--- src/cba_consts.vh ---
// Purpose: Constants for the configuration register attribute bank
// Assumes: 32-bit configuration words, one core clock of 200 MHz
// Notes: One attribute per word; the map is a compact demonstration set
//
// Functional notes
// - Accept legacy and enhanced configuration accesses, decoded by bus/dev/fn
// - Own bus number comes from max bus range and socket number
// - Byte lane 0 holds the least significant byte of every field
// - Hard reset loads each non-sticky bit with its default value
// - Sticky bits keep their value across a hard reset
// - Read-only bits show hardware state; writes ignored
// - Write-only bits store nothing; a write fires a hardware event
// - Read/write bits store and return what software wrote
// - Read-clear bits return value, then clear because of the read
// - Read-clear-writable bits clear after read and accept writes
// - Write one clears the bit; write zero leaves it
// - Write zero clears the bit; write one leaves it
// - Write one sets the bit; hardware clears it later
// - Write zero sets the bit; hardware clears it later
// - Lockable bits take writes until hardware or lock control blocks
// - Write-once bits take only the first write until reset
// - Write-once protection is tracked per bit, not per field
// - Restricted field updates only on writes of supported values
// - Lock-controlled bits turn read-only once their lock bit is set
// - Reserved locations complete normally and read as zero
// - Only the power-good reset clears sticky bits
`ifndef CBA_CONSTS_VH
`define CBA_CONSTS_VH

// Word indices (byte offset / 4)
`define CBA_W_RO 10'h000
`define CBA_W_WO 10'h001
`define CBA_W_RW 10'h002
`define CBA_W_RC 10'h003
`define CBA_W_RCW 10'h004
`define CBA_W_W1C 10'h005
`define CBA_W_W0C 10'h006
`define CBA_W_W1S 10'h007
`define CBA_W_W0S 10'h008
`define CBA_W_RWL 10'h009
`define CBA_W_RWO 10'h00A
`define CBA_W_RRW 10'h00B
`define CBA_W_LCTL 10'h00C
`define CBA_W_LOCKD 10'h00D
`define CBA_W_STKY 10'h00E
`define CBA_NUM_WORDS 10'h00F

// Reset values
`define CBA_RST_RW 32'h0000_0000
`define CBA_RST_RC 32'h0000_0000
`define CBA_RST_RCW 32'h0000_0000
`define CBA_RST_W1C 32'h0000_0000
`define CBA_RST_W0C 32'h0000_0000
`define CBA_RST_W1S 32'h0000_0000
`define CBA_RST_W0S 32'h0000_0000
`define CBA_RST_RWL 32'h0000_0000
`define CBA_RST_RWO 32'h0000_0000
`define CBA_RST_RRW 32'h0000_0001
`define CBA_RST_LCTL 32'h0000_0000
`define CBA_RST_LOCKD 32'h0000_0000
`define CBA_RST_STKY 32'h0000_0000

// Field positions
`define CBA_LCTL_RWL_BIT 0
`define CBA_LCTL_LOCKD_BIT 1
`define CBA_RRW_HI 3
`define CBA_RRW_LO 0
`define CBA_LEG_EN_BIT 31
`define CBA_LEG_BUS_HI 23
`define CBA_LEG_BUS_LO 16
`define CBA_LEG_DEV_HI 15
`define CBA_LEG_DEV_LO 11
`define CBA_LEG_FN_HI 10
`define CBA_LEG_FN_LO 8
`define CBA_LEG_REG_HI 7
`define CBA_LEG_REG_LO 2
`define CBA_ENH_BUS_HI 27
`define CBA_ENH_BUS_LO 20
`define CBA_ENH_DEV_HI 19
`define CBA_ENH_DEV_LO 15
`define CBA_ENH_FN_HI 14
`define CBA_ENH_FN_LO 12
`define CBA_ENH_REG_HI 11
`define CBA_ENH_REG_LO 2

`endif

--- src/cba_decode.v ---
// Purpose: Split a configuration address into bus, device, function, word
// Assumes: Legacy address has the enable bit; enhanced is a memory offset
// Notes: Purely combinational; legacy reach is limited to 64 words
`timescale 1ns/1ps
`include "cba_consts.vh"
module cba_decode
(
  input wire mech_i,
  input wire [31:0] addr_i,
  output reg en_o,
  output reg [7:0] bus_o,
  output reg [4:0] dev_o,
  output reg [2:0] fn_o,
  output reg [9:0] widx_o
);

  // Mechanism select: 0 legacy port pair, 1 enhanced memory map
  always @*
  begin
    if (mech_i)
    begin
      en_o = 1'b1;
      bus_o = addr_i[`CBA_ENH_BUS_HI:`CBA_ENH_BUS_LO];
      dev_o = addr_i[`CBA_ENH_DEV_HI:`CBA_ENH_DEV_LO];
      fn_o = addr_i[`CBA_ENH_FN_HI:`CBA_ENH_FN_LO];
      widx_o = addr_i[`CBA_ENH_REG_HI:`CBA_ENH_REG_LO];
    end
    else
    begin
      en_o = addr_i[`CBA_LEG_EN_BIT];
      bus_o = addr_i[`CBA_LEG_BUS_HI:`CBA_LEG_BUS_LO];
      dev_o = addr_i[`CBA_LEG_DEV_HI:`CBA_LEG_DEV_LO];
      fn_o = addr_i[`CBA_LEG_FN_HI:`CBA_LEG_FN_LO];
      widx_o = {4'h0, addr_i[`CBA_LEG_REG_HI:`CBA_LEG_REG_LO]};
    end
  end

endmodule // cba_decode

--- src/cba_busnum.v ---
// Purpose: Work out the bus number that this device answers on
// Assumes: Strap pins are static but asynchronous to the core clock
// Notes: Own bus is the top of the bus range minus the socket number
`timescale 1ns/1ps
module cba_busnum #(
  parameter SOCK_W = 3
)
(
  input wire clk_i,
  input wire rst_i,
  input wire [7:0] max_bus_i,
  input wire [SOCK_W-1:0] socket_i,
  output reg [7:0] own_bus_o
);

  reg [7:0] max_s1_r;
  reg [7:0] max_s2_r;
  reg [SOCK_W-1:0] sock_s1_r;
  reg [SOCK_W-1:0] sock_s2_r;

  // Two-stage synchronisers; only stage two feeds the subtraction
  always @(posedge clk_i or posedge rst_i)
  begin
    if (rst_i)
    begin
      max_s1_r <= 8'h00;
      max_s2_r <= 8'h00;
      sock_s1_r <= {SOCK_W{1'b0}};
      sock_s2_r <= {SOCK_W{1'b0}};
      own_bus_o <= 8'h00;
    end
    else
    begin
      max_s1_r <= max_bus_i;
      max_s2_r <= max_s1_r;
      sock_s1_r <= socket_i;
      sock_s2_r <= sock_s1_r;
      own_bus_o <= max_s2_r - {{(8-SOCK_W){1'b0}}, sock_s2_r};
    end
  end

endmodule // cba_busnum

--- src/cba_bank.v ---
// Purpose: Configuration register bank with per-bit access attributes
// Assumes: Requests and hardware inputs come from the core clock domain
// Notes: One access per cycle, answered on the next edge
`timescale 1ns/1ps
`include "cba_consts.vh"
module cba_bank #(
  parameter SOCK_W = 3,
  parameter [4:0] DEV_NUM = 5'h00,
  parameter [2:0] FUNC_NUM = 3'h0,
  parameter [15:0] RRW_SUPPORTED = 16'h0017
)
(
  input wire CLK_I,
  input wire RST_I,
  input wire POWER_GOOD_RESET_I,
  input wire [7:0] MAX_BUS_I,
  input wire [SOCK_W-1:0] SOCKET_I,
  input wire CFG_REQ_I,
  input wire CFG_WR_I,
  input wire CFG_MECH_I,
  input wire [31:0] CFG_ADDR_I,
  input wire [3:0] CFG_BE_I,
  input wire [31:0] CFG_WDATA_I,
  output wire CFG_ACK_O,
  output wire CFG_HIT_O,
  output wire [31:0] CFG_RDATA_O,
  input wire [31:0] HW_STATUS_I,
  input wire [31:0] HW_SET_I,
  input wire [31:0] HW_CLR_I,
  input wire HW_LOCK_I,
  output wire [31:0] WO_EVENT_O,
  output wire [7:0] OWN_BUS_O,
  output wire [32*15-1:0] REGS_O
);

  localparam NM = 14; // Words held under hard reset
  localparam [32*NM-1:0] RST_VEC = {
    `CBA_RST_LOCKD, `CBA_RST_LCTL, `CBA_RST_RRW, `CBA_RST_RWO,
    `CBA_RST_RWL, `CBA_RST_W0S, `CBA_RST_W1S, `CBA_RST_W0C,
    `CBA_RST_W1C, `CBA_RST_RCW, `CBA_RST_RC, `CBA_RST_RW,
    32'h0000_0000, 32'h0000_0000};

  // Word map, index is the dword offset:
  //  0 read-only status, no storage, writes dropped
  //  1 write-only, each written one becomes an event pulse
  //  2 plain read/write
  //  3 read-clear, a read clears only its enabled lanes
  //  4 read-clear-writable
  //  5 write-one-to-clear, 6 write-zero-to-clear
  //  7 write-one-to-set, 8 write-zero-to-set
  //  9 lockable read/write
  // 10 write-once, tracked bit by bit
  // 11 restricted-value field in bits 3:0
  // 12 lock control: bit 0 locks word 9, bit 1 locks word 13
  // 13 lock-controlled read/write
  // 14 sticky write-one-to-clear, outside the hard-reset domain
  // 15 and above reserved: claimed, read as zero, writes dropped

  // Byte enables to a bit mask; lane 0 is the least significant byte
  function [31:0] lane_mask;
    input [3:0] be;
    begin
      lane_mask = {{8{be[3]}}, {8{be[2]}}, {8{be[1]}}, {8{be[0]}}};
    end
  endfunction

  // Per-word access mask, zero unless this word is the target
  function [31:0] sel_mask;
    input hit;
    input [9:0] idx;
    input [9:0] w;
    input [31:0] m;
    begin
      sel_mask = (hit && (idx == w)) ? m : 32'h0000_0000;
    end
  endfunction

  // Replace masked bits of q by d
  function [31:0] merge;
    input [31:0] q;
    input [31:0] d;
    input [31:0] m;
    begin
      merge = (q & ~m) | (d & m);
    end
  endfunction

  // Decoder and bus-number results
  wire dec_en;
  wire [7:0] dec_bus;
  wire [4:0] dec_dev;
  wire [2:0] dec_fn;
  wire [9:0] widx;
  wire [7:0] own_bus;

  // Address split for both access mechanisms
  cba_decode u_decode
  (
    .mech_i(CFG_MECH_I),
    .addr_i(CFG_ADDR_I),
    .en_o(dec_en),
    .bus_o(dec_bus),
    .dev_o(dec_dev),
    .fn_o(dec_fn),
    .widx_o(widx)
  );

  // Straps are synchronised inside; valid three edges after reset
  cba_busnum #(
    .SOCK_W(SOCK_W)
  ) u_busnum
  (
    .clk_i(CLK_I),
    .rst_i(RST_I),
    .max_bus_i(MAX_BUS_I),
    .socket_i(SOCKET_I),
    .own_bus_o(own_bus)
  );

  // Hard-reset words, sticky word, write-once flags, answers
  reg [32*NM-1:0] mem_r;
  reg [32*NM-1:0] mem_nxt;
  reg [31:0] stky_r;
  reg [31:0] stky_nxt;
  reg [31:0] done_r;
  reg [31:0] done_nxt;
  reg [31:0] wo_r;
  reg [31:0] rdata_r;
  reg [31:0] rdata_nxt;
  reg ack_r;
  reg hit_r;

  // Claim test; no request is taken while hard reset is held
  // A half-reset bank never answers; only hardware set can still change its sticky word
  wire take = CFG_REQ_I & ~RST_I;
  wire claim = dec_en & (dec_bus == own_bus) & (dec_dev == DEV_NUM) &
    (dec_fn == FUNC_NUM);
  wire acc = take & claim & (widx < `CBA_NUM_WORDS);
  wire wr_acc = acc & CFG_WR_I;
  wire rd_acc = acc & ~CFG_WR_I;
  wire [31:0] bem = lane_mask(CFG_BE_I);
  wire [31:0] wd = CFG_WDATA_I;

  // Current word values
  wire [31:0] q_rw = mem_r[`CBA_W_RW*32 +: 32];
  wire [31:0] q_rc = mem_r[`CBA_W_RC*32 +: 32];
  wire [31:0] q_rcw = mem_r[`CBA_W_RCW*32 +: 32];
  wire [31:0] q_w1c = mem_r[`CBA_W_W1C*32 +: 32];
  wire [31:0] q_w0c = mem_r[`CBA_W_W0C*32 +: 32];
  wire [31:0] q_w1s = mem_r[`CBA_W_W1S*32 +: 32];
  wire [31:0] q_w0s = mem_r[`CBA_W_W0S*32 +: 32];
  wire [31:0] q_rwl = mem_r[`CBA_W_RWL*32 +: 32];
  wire [31:0] q_rwo = mem_r[`CBA_W_RWO*32 +: 32];
  wire [31:0] q_rrw = mem_r[`CBA_W_RRW*32 +: 32];
  wire [31:0] q_lctl = mem_r[`CBA_W_LCTL*32 +: 32];
  wire [31:0] q_lockd = mem_r[`CBA_W_LOCKD*32 +: 32];

  // Write masks, only enabled lanes of the targeted word
  wire [31:0] wm_wo = sel_mask(wr_acc, widx, `CBA_W_WO, bem);
  wire [31:0] wm_rw = sel_mask(wr_acc, widx, `CBA_W_RW, bem);
  wire [31:0] wm_rcw = sel_mask(wr_acc, widx, `CBA_W_RCW, bem);
  wire [31:0] wm_w1c = sel_mask(wr_acc, widx, `CBA_W_W1C, bem);
  wire [31:0] wm_w0c = sel_mask(wr_acc, widx, `CBA_W_W0C, bem);
  wire [31:0] wm_w1s = sel_mask(wr_acc, widx, `CBA_W_W1S, bem);
  wire [31:0] wm_w0s = sel_mask(wr_acc, widx, `CBA_W_W0S, bem);
  wire [31:0] wm_rwl = sel_mask(wr_acc, widx, `CBA_W_RWL, bem);
  wire [31:0] wm_rwo = sel_mask(wr_acc, widx, `CBA_W_RWO, bem);
  wire [31:0] wm_rrw = sel_mask(wr_acc, widx, `CBA_W_RRW, bem);
  wire [31:0] wm_lctl = sel_mask(wr_acc, widx, `CBA_W_LCTL, bem);
  wire [31:0] wm_lockd = sel_mask(wr_acc, widx, `CBA_W_LOCKD, bem);
  wire [31:0] wm_stky = sel_mask(wr_acc, widx, `CBA_W_STKY, bem);

  // Read masks; a read clears only the lanes it enabled
  wire [31:0] rm_rc = sel_mask(rd_acc, widx, `CBA_W_RC, bem);
  wire [31:0] rm_rcw = sel_mask(rd_acc, widx, `CBA_W_RCW, bem);

  // Lock terms
  wire rwl_locked = HW_LOCK_I | q_lctl[`CBA_LCTL_RWL_BIT];
  wire lockd_locked = q_lctl[`CBA_LCTL_LOCKD_BIT];
  wire [3:0] rrw_val = wd[`CBA_RRW_HI:`CBA_RRW_LO];
  wire rrw_ok = wm_rrw[`CBA_RRW_LO] & RRW_SUPPORTED[rrw_val];

  // Next values of the hard-reset words
  always @*
  begin
    mem_nxt = mem_r;
    // No storage behind read-only and write-only words
    mem_nxt[`CBA_W_RO*32 +: 32] = 32'h0000_0000;
    mem_nxt[`CBA_W_WO*32 +: 32] = 32'h0000_0000;
    mem_nxt[`CBA_W_RW*32 +: 32] = merge(q_rw, wd, wm_rw);
    // Hardware set is ORed last so it beats the clear
    mem_nxt[`CBA_W_RC*32 +: 32] = (q_rc & ~rm_rc) | HW_SET_I;
    mem_nxt[`CBA_W_RCW*32 +: 32] =
      merge(q_rcw & ~rm_rcw, wd, wm_rcw) | HW_SET_I;
    mem_nxt[`CBA_W_W1C*32 +: 32] =
      (q_w1c & ~(wm_w1c & wd)) | HW_SET_I;
    mem_nxt[`CBA_W_W0C*32 +: 32] =
      (q_w0c & ~(wm_w0c & ~wd)) | HW_SET_I;
    // A software set in the clearing cycle survives
    mem_nxt[`CBA_W_W1S*32 +: 32] =
      (q_w1s & ~HW_CLR_I) | (wm_w1s & wd);
    mem_nxt[`CBA_W_W0S*32 +: 32] =
      (q_w0s & ~HW_CLR_I) | (wm_w0s & ~wd);
    // Lock is live: clearing the control bit reopens the word
    if (!rwl_locked)
      mem_nxt[`CBA_W_RWL*32 +: 32] = merge(q_rwl, wd, wm_rwl);
    // Bits already written once are masked off individually
    mem_nxt[`CBA_W_RWO*32 +: 32] =
      merge(q_rwo, wd, wm_rwo & ~done_r);
    // Only lane 0 carries the field; a bad value drops the write
    if (rrw_ok)
      mem_nxt[`CBA_W_RRW*32 +: 32] =
        {28'h000_0000, rrw_val};
    // Lock control is itself a plain read/write word
    mem_nxt[`CBA_W_LCTL*32 +: 32] = merge(q_lctl, wd, wm_lctl);
    if (!lockd_locked)
      mem_nxt[`CBA_W_LOCKD*32 +: 32] =
        merge(q_lockd, wd, wm_lockd);
  end

  // Write-once tracking: any enabled write spends the bit
  always @*
  begin
    done_nxt = done_r | wm_rwo;
  end

  // Sticky status, write one to clear, hardware set wins
  always @*
  begin
    stky_nxt = (stky_r & ~(wm_stky & wd)) | HW_SET_I;
  end

  // Read data; pre-clear value is returned for read-clear words
  // Write cycles and unclaimed words return zero
  always @*
  begin
    rdata_nxt = 32'h0000_0000;
    if (rd_acc)
    begin
      case (widx)
        `CBA_W_RO: rdata_nxt = HW_STATUS_I;
        `CBA_W_RW: rdata_nxt = q_rw;
        `CBA_W_RC: rdata_nxt = q_rc;
        `CBA_W_RCW: rdata_nxt = q_rcw;
        `CBA_W_W1C: rdata_nxt = q_w1c;
        `CBA_W_W0C: rdata_nxt = q_w0c;
        `CBA_W_W1S: rdata_nxt = q_w1s;
        `CBA_W_W0S: rdata_nxt = q_w0s;
        `CBA_W_RWL: rdata_nxt = q_rwl;
        `CBA_W_RWO: rdata_nxt = q_rwo;
        `CBA_W_RRW: rdata_nxt = q_rrw;
        `CBA_W_LCTL: rdata_nxt = q_lctl;
        `CBA_W_LOCKD: rdata_nxt = q_lockd;
        `CBA_W_STKY: rdata_nxt = stky_r;
        default: rdata_nxt = 32'h0000_0000;
      endcase
    end
  end

  // Hard-reset domain: defaults on every non-sticky bit
  always @(posedge CLK_I or posedge RST_I)
  begin
    if (RST_I)
    begin
      // Words 0 and 1 reset to zero as they hold nothing
      mem_r <= RST_VEC;
      done_r <= 32'h0000_0000;
      wo_r <= 32'h0000_0000;
      rdata_r <= 32'h0000_0000;
      ack_r <= 1'b0;
      hit_r <= 1'b0;
    end
    else
    begin
      mem_r <= mem_nxt;
      done_r <= done_nxt;
      wo_r <= wm_wo & wd;
      rdata_r <= rdata_nxt;
      ack_r <= take;
      hit_r <= take & claim;
    end
  end

  // Sticky word ignores hard reset; only power-good clears it
  // Hardware set still merges in while hard reset is held
  always @(posedge CLK_I or posedge POWER_GOOD_RESET_I)
  begin
    if (POWER_GOOD_RESET_I)
      stky_r <= `CBA_RST_STKY;
    else
      stky_r <= stky_nxt;
  end

  // Answer and state outputs, all straight from flip-flops
  // The event pulse lasts exactly one cycle after the write
  assign CFG_ACK_O = ack_r;
  assign CFG_HIT_O = hit_r;
  assign CFG_RDATA_O = rdata_r;
  assign WO_EVENT_O = wo_r;
  assign OWN_BUS_O = own_bus;
  assign REGS_O = {stky_r, mem_r};

endmodule // cba_bank

--- config.mk ---
export PLATFORM = sky130hd
export DESIGN_NAME = cba_bank
export DESIGN_NICKNAME = d
export VERILOG_FILES = /design/src/cba_decode.v /design/src/cba_busnum.v /design/src/cba_bank.v
export VERILOG_INCLUDE_DIRS = /design/src
export SDC_FILE = /design/constraint.sdc
export NUM_CORES = 1
export LEC_CHECK = 0
export ABC_AREA = 1
export BUFFER_PORTS_ARGS = -buffer_cell sky130_fd_sc_hd__buf_2
export CORE_AREA = 2 2 283 285
export CTS_CLUSTER_DIAMETER = 150
export DETAILED_ROUTE_END_ITERATION = 10
export DIE_AREA = 0 0 285 287
export PLACE_DENSITY_LB_ADDON = 0.25
export SLEW_MARGIN = 20
export SYNTH_ARGS = -nofsm -noshare
export SYNTH_HDL_FRONTEND = slang
export SYNTH_HIERARCHICAL = 1
export SYNTH_SLANG_ARGS = --single-unit
--- constraint.sdc ---
create_clock -name CLK_I -period 15.9 [get_ports CLK_I]
set_input_delay 2.385 -clock CLK_I [delete_from_list [all_inputs] [get_ports CLK_I]]
set_output_delay 2.385 -clock CLK_I [all_outputs]
set_load 0.03 [all_outputs]
* After elaboration in Yosys (flattened, before gate mapping) *
Memory sizes are Yosys's and may differ from the RTL's.
Index checks and enable logic that the tools add are counted.

storage, ports and cells
  register bits after elaboration = 516
  memory bits (read-only) = 16
  input bits = 182
  output and inout port bits = 554
  word-level logic and storage cells = 141
  memories kept = 1

memory list
  name              words  width  read ports  clocked after Yosys merged registers in  write ports  line            text
  (name not given)  16     1      1           0                                        0            cba_bank.v:181  wire rrw_ok = wm_rrw[`CBA_RRW_LO] & RRW_SUPPORTED[rrw_val];

cells by class
  add/subtract/negate cells = 1
  order comparisons = 2
  eq/ne operators = 15
  muxes and demuxes = 23
  bitwise operators = 66
  reductions and logical operators = 18

operators with widths
  cell                                                                   count
  32-bit AND                                                             26
  32-bit 2-to-1 mux                                                      15
  32-bit inverter                                                        14
  32-bit OR                                                              14
  32-bit case mux with 14 select lines                                   1
  10-bit by 4-bit == test with 1-bit output, second input constant       7
  10-bit by 3-bit == test with 1-bit output, second input constant       4
  10-bit by 2-bit == test with 1-bit output, second input constant       2
  1-bit logical AND                                                      15
  10-bit by 1-bit == test with 1-bit output, second input constant       1
  10-bit logical NOT                                                     1
  10-bit by 4-bit < comparator with 1-bit output, second input constant  1
  10-bit 2-to-1 mux                                                      1
  1-bit AND                                                              9
  8-bit == test                                                          1
  8-bit 2-to-1 mux                                                       1
  8-bit by 3-bit subtractor with 8-bit output                            1
  5-bit logical NOT                                                      1
  4-bit by 5-bit < comparator with 1-bit output, second input constant   1
  5-bit 2-to-1 mux                                                       1
  3-bit logical NOT                                                      1
  1-bit 2-to-1 mux                                                       3
  3-bit 2-to-1 mux                                                       1
  1-bit inverter                                                         2
  1-bit OR                                                               1

* Logic depth before layout (Yosys ltp) *
  depth after elaboration = 15
  depth in mapped cells = 17
  gate-level depth less buffers = 15

* By module *
Netlist, hierarchy kept.

modules (own cells, without submodules)
  module      instances  cells an instance  area an instance (sq um)  seq. area each (sq um)
  cba_bank    1          2,919              22,930.7                  12,162.9
  cba_busnum  1          76                 1,006.0                   750.7
  cba_decode  1          67                 291.5                     0.0

* Worst setup path after synthesis *
OpenSTA, ideal clock, no wires.

  path kind = input -> register
  start point = input port CFG_MECH_I
  end point = register with a tool-made name
  library setup time = 0.066 ns
  arrival time = 4.110 ns
  required time = 15.834 ns
  slack = 11.724 ns
  stages = 14
  buffers on the path = 3
  path through = buf_4 > nand2_1 > inv_1 > nor2_1 > inv_2 > nor2_2 > buf_4 > nand2_2 > nor2_4 > inv_2 > nor3_4 > buf_4 > nand3_1 > nand2_1

RTL lines
  item         line           text
  from (decl)  cba_bank.v:20  input wire CFG_MECH_I,

* Final worst setup path *
  start point = input port CFG_MECH_I
  end point = register done_r[19]

on the way
  elaborated cells on any way between the ends = 19
  those cells by class = order compare: 1; eq/ne: 2; mux: 6; bitwise: 7; reduce/logical: 3

RTL lines
  item                                                      line             text
  10-bit 2-to-1 mux (*)                                     cba_decode.v:20  if (mech_i)
  via widx[9]                                               cba_bank.v:93    wire [9:0] widx;
  10-bit by 4-bit < comparator with 1-bit output (no line)  -
  1-bit AND                                                 cba_bank.v:138   wire acc = take & claim & (widx < `CBA_NUM_WORDS);
  1-bit AND                                                 cba_bank.v:139   wire wr_acc = acc & CFG_WR_I;
  1-bit logical AND (*)                                     cba_bank.v:74    sel_mask = (hit && (idx == w)) ? m : 32'h0000_0000;
  32-bit 2-to-1 mux (*)                                     cba_bank.v:74
  32-bit OR (*)                                             cba_bank.v:224   done_nxt = done_r | wm_rwo;
  via done_nxt[19]                                          cba_bank.v:126   reg [31:0] done_nxt;
  to (signal assigned)                                      cba_bank.v:276   done_r <= done_nxt;
  to (decl)                                                 cba_bank.v:125   reg [31:0] done_r;

Mark *: on every way through the listed nets, which the timed path passes. The rest lies on a longest branch.
A chain may end at the register's enable or synchronous reset.

==> qor_table.md <==
| Stage | Item | Value |
|:---|:---|:---|
| worst setup path | Cell Chain, Critical Path | buf_2, nand2_1, inv_1, nor2_1, inv_2, nor2_2, nand2_1, inv_1, nand2_1, nor2_4, buf_4, nand2_1, nand2_1 |
| floorplan | Core box area | 78600 um2 |
| clocking | Clock edge transition at the registers on the reported setup and hold paths | 60 ps |
| worst setup path | Worst Setup Path Type | in2reg |
| floorplan | Site Rows | 103 |
| floorplan | Die Height | 287 um |
| clocking | Clock sink total | 516 |
| global route | Total routing usage reported by global routing | 26.6% |
| clocking | H-tree depth reported by CTS | 2 |
| global route | Number of antenna violations at the first check in global routing | 8 |
| clocking | Bufs on Longest Clock Path | 3 |
| logic synthesis | Distinct cells, synth | 33 |
| worst setup path | Launching element of the worst setup path | CFG_MECH_I |
| global route | Aggregate global routing overflow | 0 |
| global route | Wire length of the first global-routing pass | 159000 um |
| run status | Status | finished, final reports clean |
| floorplan | Width of the die | 285 um |
| timing | TNS Setup | 0 ps |
| power | Worst IR Drop VDD | 0.0790 mV |
| logic synthesis | Fraction of synthesized cell area taken by the top area cell type | 53.2% |
| logic synthesis | Instance count of the mapped netlist | 3062 |
| routing | Pre-Repair DR Iteration Count | 6 |
| routing | Total via count in the routed design | 23100 |
| worst setup path | Buffers and inverters on the worst path | 5 |
| logic synthesis | Largest cells by area after synthesis | sky130_fd_sc_hd__dfrtp_1, sky130_fd_sc_hd__nand2_1, sky130_fd_sc_hd__inv_1, sky130_fd_sc_hd__nand3_1, sky130_fd_sc_hd__o22ai_1 |
| floorplan | Starting density of the core | 30.8% |
| clocking | Number of buffers inserted for hold repair after clock tree synthesis | 0 |
| timing | Worst slew margin relative to its limit | 25.7% |
| clocking | # resized after CTS | 0 |
| final layout | Final Core Density | 38.5% |
| final layout | Layout cells sized above 1 | 21.5% |
| timing | Setup repair after global routing missed its margin | false |
| routing | Count of unresolved DRC violations after routing | 0 |
| logic synthesis | Synth Cell Area | 24200 um2 |
| logic synthesis | Avg Inst Size Synth | 7.91 um2 |
| routing | Total length of routed wires | 112000 um |
| timing | Number of failing setup endpoints in the final timing report | 0 |
| floorplan | Num ports | 736 |
| timing | Final-report hold violation count | 0 |
| hold path | Worst hold-check path type | reg2reg |
| clocking | CTS Buf Count | 59 |
| timing | Maximum operating frequency | 159 MHz |
| worst setup path | Largest stage delay on the critical path | 830 ps |
| worst setup path | Critical path required time | 16440 ps |
| timing | Setup clock skew after layout | 29.4 ps |
| hold path | Start point of the worst min-delay path | u_busnum/max_s1_r[2]$_DFF_PP0_ |
| timing | Post-route clock period utilization | 39.6% |
| final layout | Layout Area Growth over Synthesis | 24.9% |
| run | Maximum capacitance violations | 0 |
| worst setup path | RR Startpoint | u_busnum/own_bus_o[7]$_DFF_PP0_ |
| global route | Largest net degree at the start of global routing | 153 |
| routing | Number of nets with antenna violations after detailed routing | 0 |
| timing | Min cycle time layout | 6290 ps |
| placement | Port buffer count | 638 |
| clocking | Clock tree from TritonCTS | built |
| logic synthesis | Sequential-to-total area share from yosys stat | 53.3% |
| worst setup path | Slowest library cell on the worst path | sky130_fd_sc_hd__nor2_4 |
| placement | Final weighted congestion in routability-driven placement | 0.872 |
| clocking | Number of buffers added for setup after CTS | 0 |
| logic synthesis | Most instantiated library cell after synthesis | sky130_fd_sc_hd__nand2_1 |
| timing | Post-route worst hold slack | 346 ps |
| worst setup path | Startpoint kind of the worst setup timing path | input port |
| final layout | Final layout net count | 3870 |
| power | Ratio of total power to cell area | 96.4 nW/um2 |
| routing | Via density per instance | 4.83 |
| clocking | Master cell of the clock root buffer | sky130_fd_sc_hd__clkbuf_16 |
| logic synthesis | Predominant post-synthesis flop cell | sky130_fd_sc_hd__dfrtp_1 |
| clocking | Clock latency reported for the late side of the worst-skew pair | 640 ps |
| worst setup path | Critical path arrival | 6830 ps |
| worst setup path | Cell family with the largest share of critical-path delay | simple AND/OR/NAND/NOR gates |
| logic synthesis | Count of flip-flops with a built-in enable after synthesis | 0 |
| routing | Routed len/inst | 23.5 um |
| global route | Vias in the first global route | 22400 |
| logic synthesis | Share of flip-flops with an asynchronous set or reset after synthesis | 100% |
| worst setup path | Critical-path maximum fanout | 22 |
| worst setup path | Most common cell on crit path | sky130_fd_sc_hd__nand2_1 |
| logic synthesis | Seq cells post-synth | 516 |
| logic synthesis | Warnings from Yosys | 6 |
| logic synthesis | Top post-synthesis cells by count | sky130_fd_sc_hd__nand2_1, sky130_fd_sc_hd__inv_1, sky130_fd_sc_hd__dfrtp_1, sky130_fd_sc_hd__nand3_1, sky130_fd_sc_hd__nor2_1 |
| power | Total Power Consumption | 2.92 mW |
| worst setup path | Critical path endpoint category | flip-flop |
| floorplan | Die area | 81800 um2 |
| timing | Worst-Margin Slew | 1120 ps |
| routing | Initial DRC count | 2299 |
| power | Static leakage | 16.4 nW |
| logic synthesis | Post-synth top area cell | sky130_fd_sc_hd__dfrtp_1 |
| placement | HPWL Detailed | 78600 um |
| timing | Number of pins exceeding their max-slew limit in the final report | 0 |
## cell usage in the layout (no fill, tap or decap), types with 4 or more instances in the layout
cell and n:
sky130_fd_sc_hd__nor2_2 4, sky130_fd_sc_hd__a21oi_1 28, sky130_fd_sc_hd__nor2_4 10, sky130_fd_sc_hd__o21ai_1 9, sky130_fd_sc_hd__o21ai_0 184, sky130_fd_sc_hd__nand2_1 820
sky130_fd_sc_hd__conb_1 92, sky130_fd_sc_hd__nor2_1 213, sky130_fd_sc_hd__dfrtp_1 515, sky130_fd_sc_hd__inv_1 553, sky130_fd_sc_hd__nand2_2 9, sky130_fd_sc_hd__clkbuf_8 20
sky130_fd_sc_hd__o22ai_1 186, sky130_fd_sc_hd__clkbuf_16 60, sky130_fd_sc_hd__nand3_1 253, sky130_fd_sc_hd__clkinv_1 5, sky130_fd_sc_hd__inv_2 6, sky130_fd_sc_hd__clkbuf_1 16
sky130_fd_sc_hd__buf_4 31, sky130_fd_sc_hd__nand4_1 40, sky130_fd_sc_hd__buf_2 638
## cells by family after synthesis
| family | count (synthesis) | share of synthesized area, % |
|---|---|---|
| simple gates | 1362 | 23.2 |
| fa+ha+maj | 4 | 0.238 |
| xor+xnor | 5 | 0.181 |
| compound gates | 408 | 9.40 |
| buf+inv | 766 | 13.7 |
| flops | 516 | 53.3 |
| other cells | 1 | 0.0155 |
## worst register-to-register path, stage by stage, from the launching register on
cell                      delay, ps
sky130_fd_sc_hd__dfrtp_1        420
sky130_fd_sc_hd__inv_1           90
sky130_fd_sc_hd__nor2_1          40
sky130_fd_sc_hd__nor2_1          80
sky130_fd_sc_hd__nand3_1         90
sky130_fd_sc_hd__nor2_1         180
sky130_fd_sc_hd__nand4_1        590
sky130_fd_sc_hd__nor2_1         760
sky130_fd_sc_hd__nand2_1        660
sky130_fd_sc_hd__o22ai_1        320
## power by group
part           switching [mW]  internal, mW  total (mW)
logic                   0.146        0.0364       0.182
registers             0.00322          1.32        1.32
clock network           0.579         0.835        1.41
total                   0.728          2.19        2.92
## stage by stage
stage,std cells,instance area (um2),setup slack [ps]
after floorplan,3153,24600,861
after global placement,4673,28300,8990
after detailed placement,4673,28300,8920
after CTS,4782,30300,9560
after global routing,4782,30300,9280
final,4783,30300,9610
## metal layers
layer | global-route usage (%) | wire length, um
met1 | 34.8 | 46800
met2 | 44.6 | 53300
met3 | 4.70 | 8420
met4 | 8.98 | 3920
met5 | 0 | 0
## worst paths after layout
| path | to | slack [ps] | cells after the start |
|---|---|---|---|
| max in group asynchronous | mem_r[145]$_DFF_PP0_ | 11880 | 4 |
| hold reg to reg | u_busnum/max_s2_r[2]$_DFF_PP0_ | 350 | 0 |
| setup reg to reg | mem_r[268]$_DFF_PP0_ | 12550 | 9 |
| min in group asynchronous | CFG_ACK_O$_DFF_PP0_ | 1850 | 2 |
| hold / removal | u_busnum/max_s2_r[2]$_DFF_PP0_ | 350 | 0 |
| setup / recovery | done_r[19]$_DFF_PP0_ | 9610 | 13 |
## area by class of cell
cell class	instances	area, um2
Inverter	565	2130
Clock inverter	13	173
Fill cell	8301	48300
Timing Repair Buffer	671	3470
Clock buffer	96	1840
Sequential cell	516	12900
Multi-Input combinational cell	1871	8440
Antenna cell	1	2.50
Tap cell	1050	1310
No activity file was read; power rests on OpenSTA's default activity.
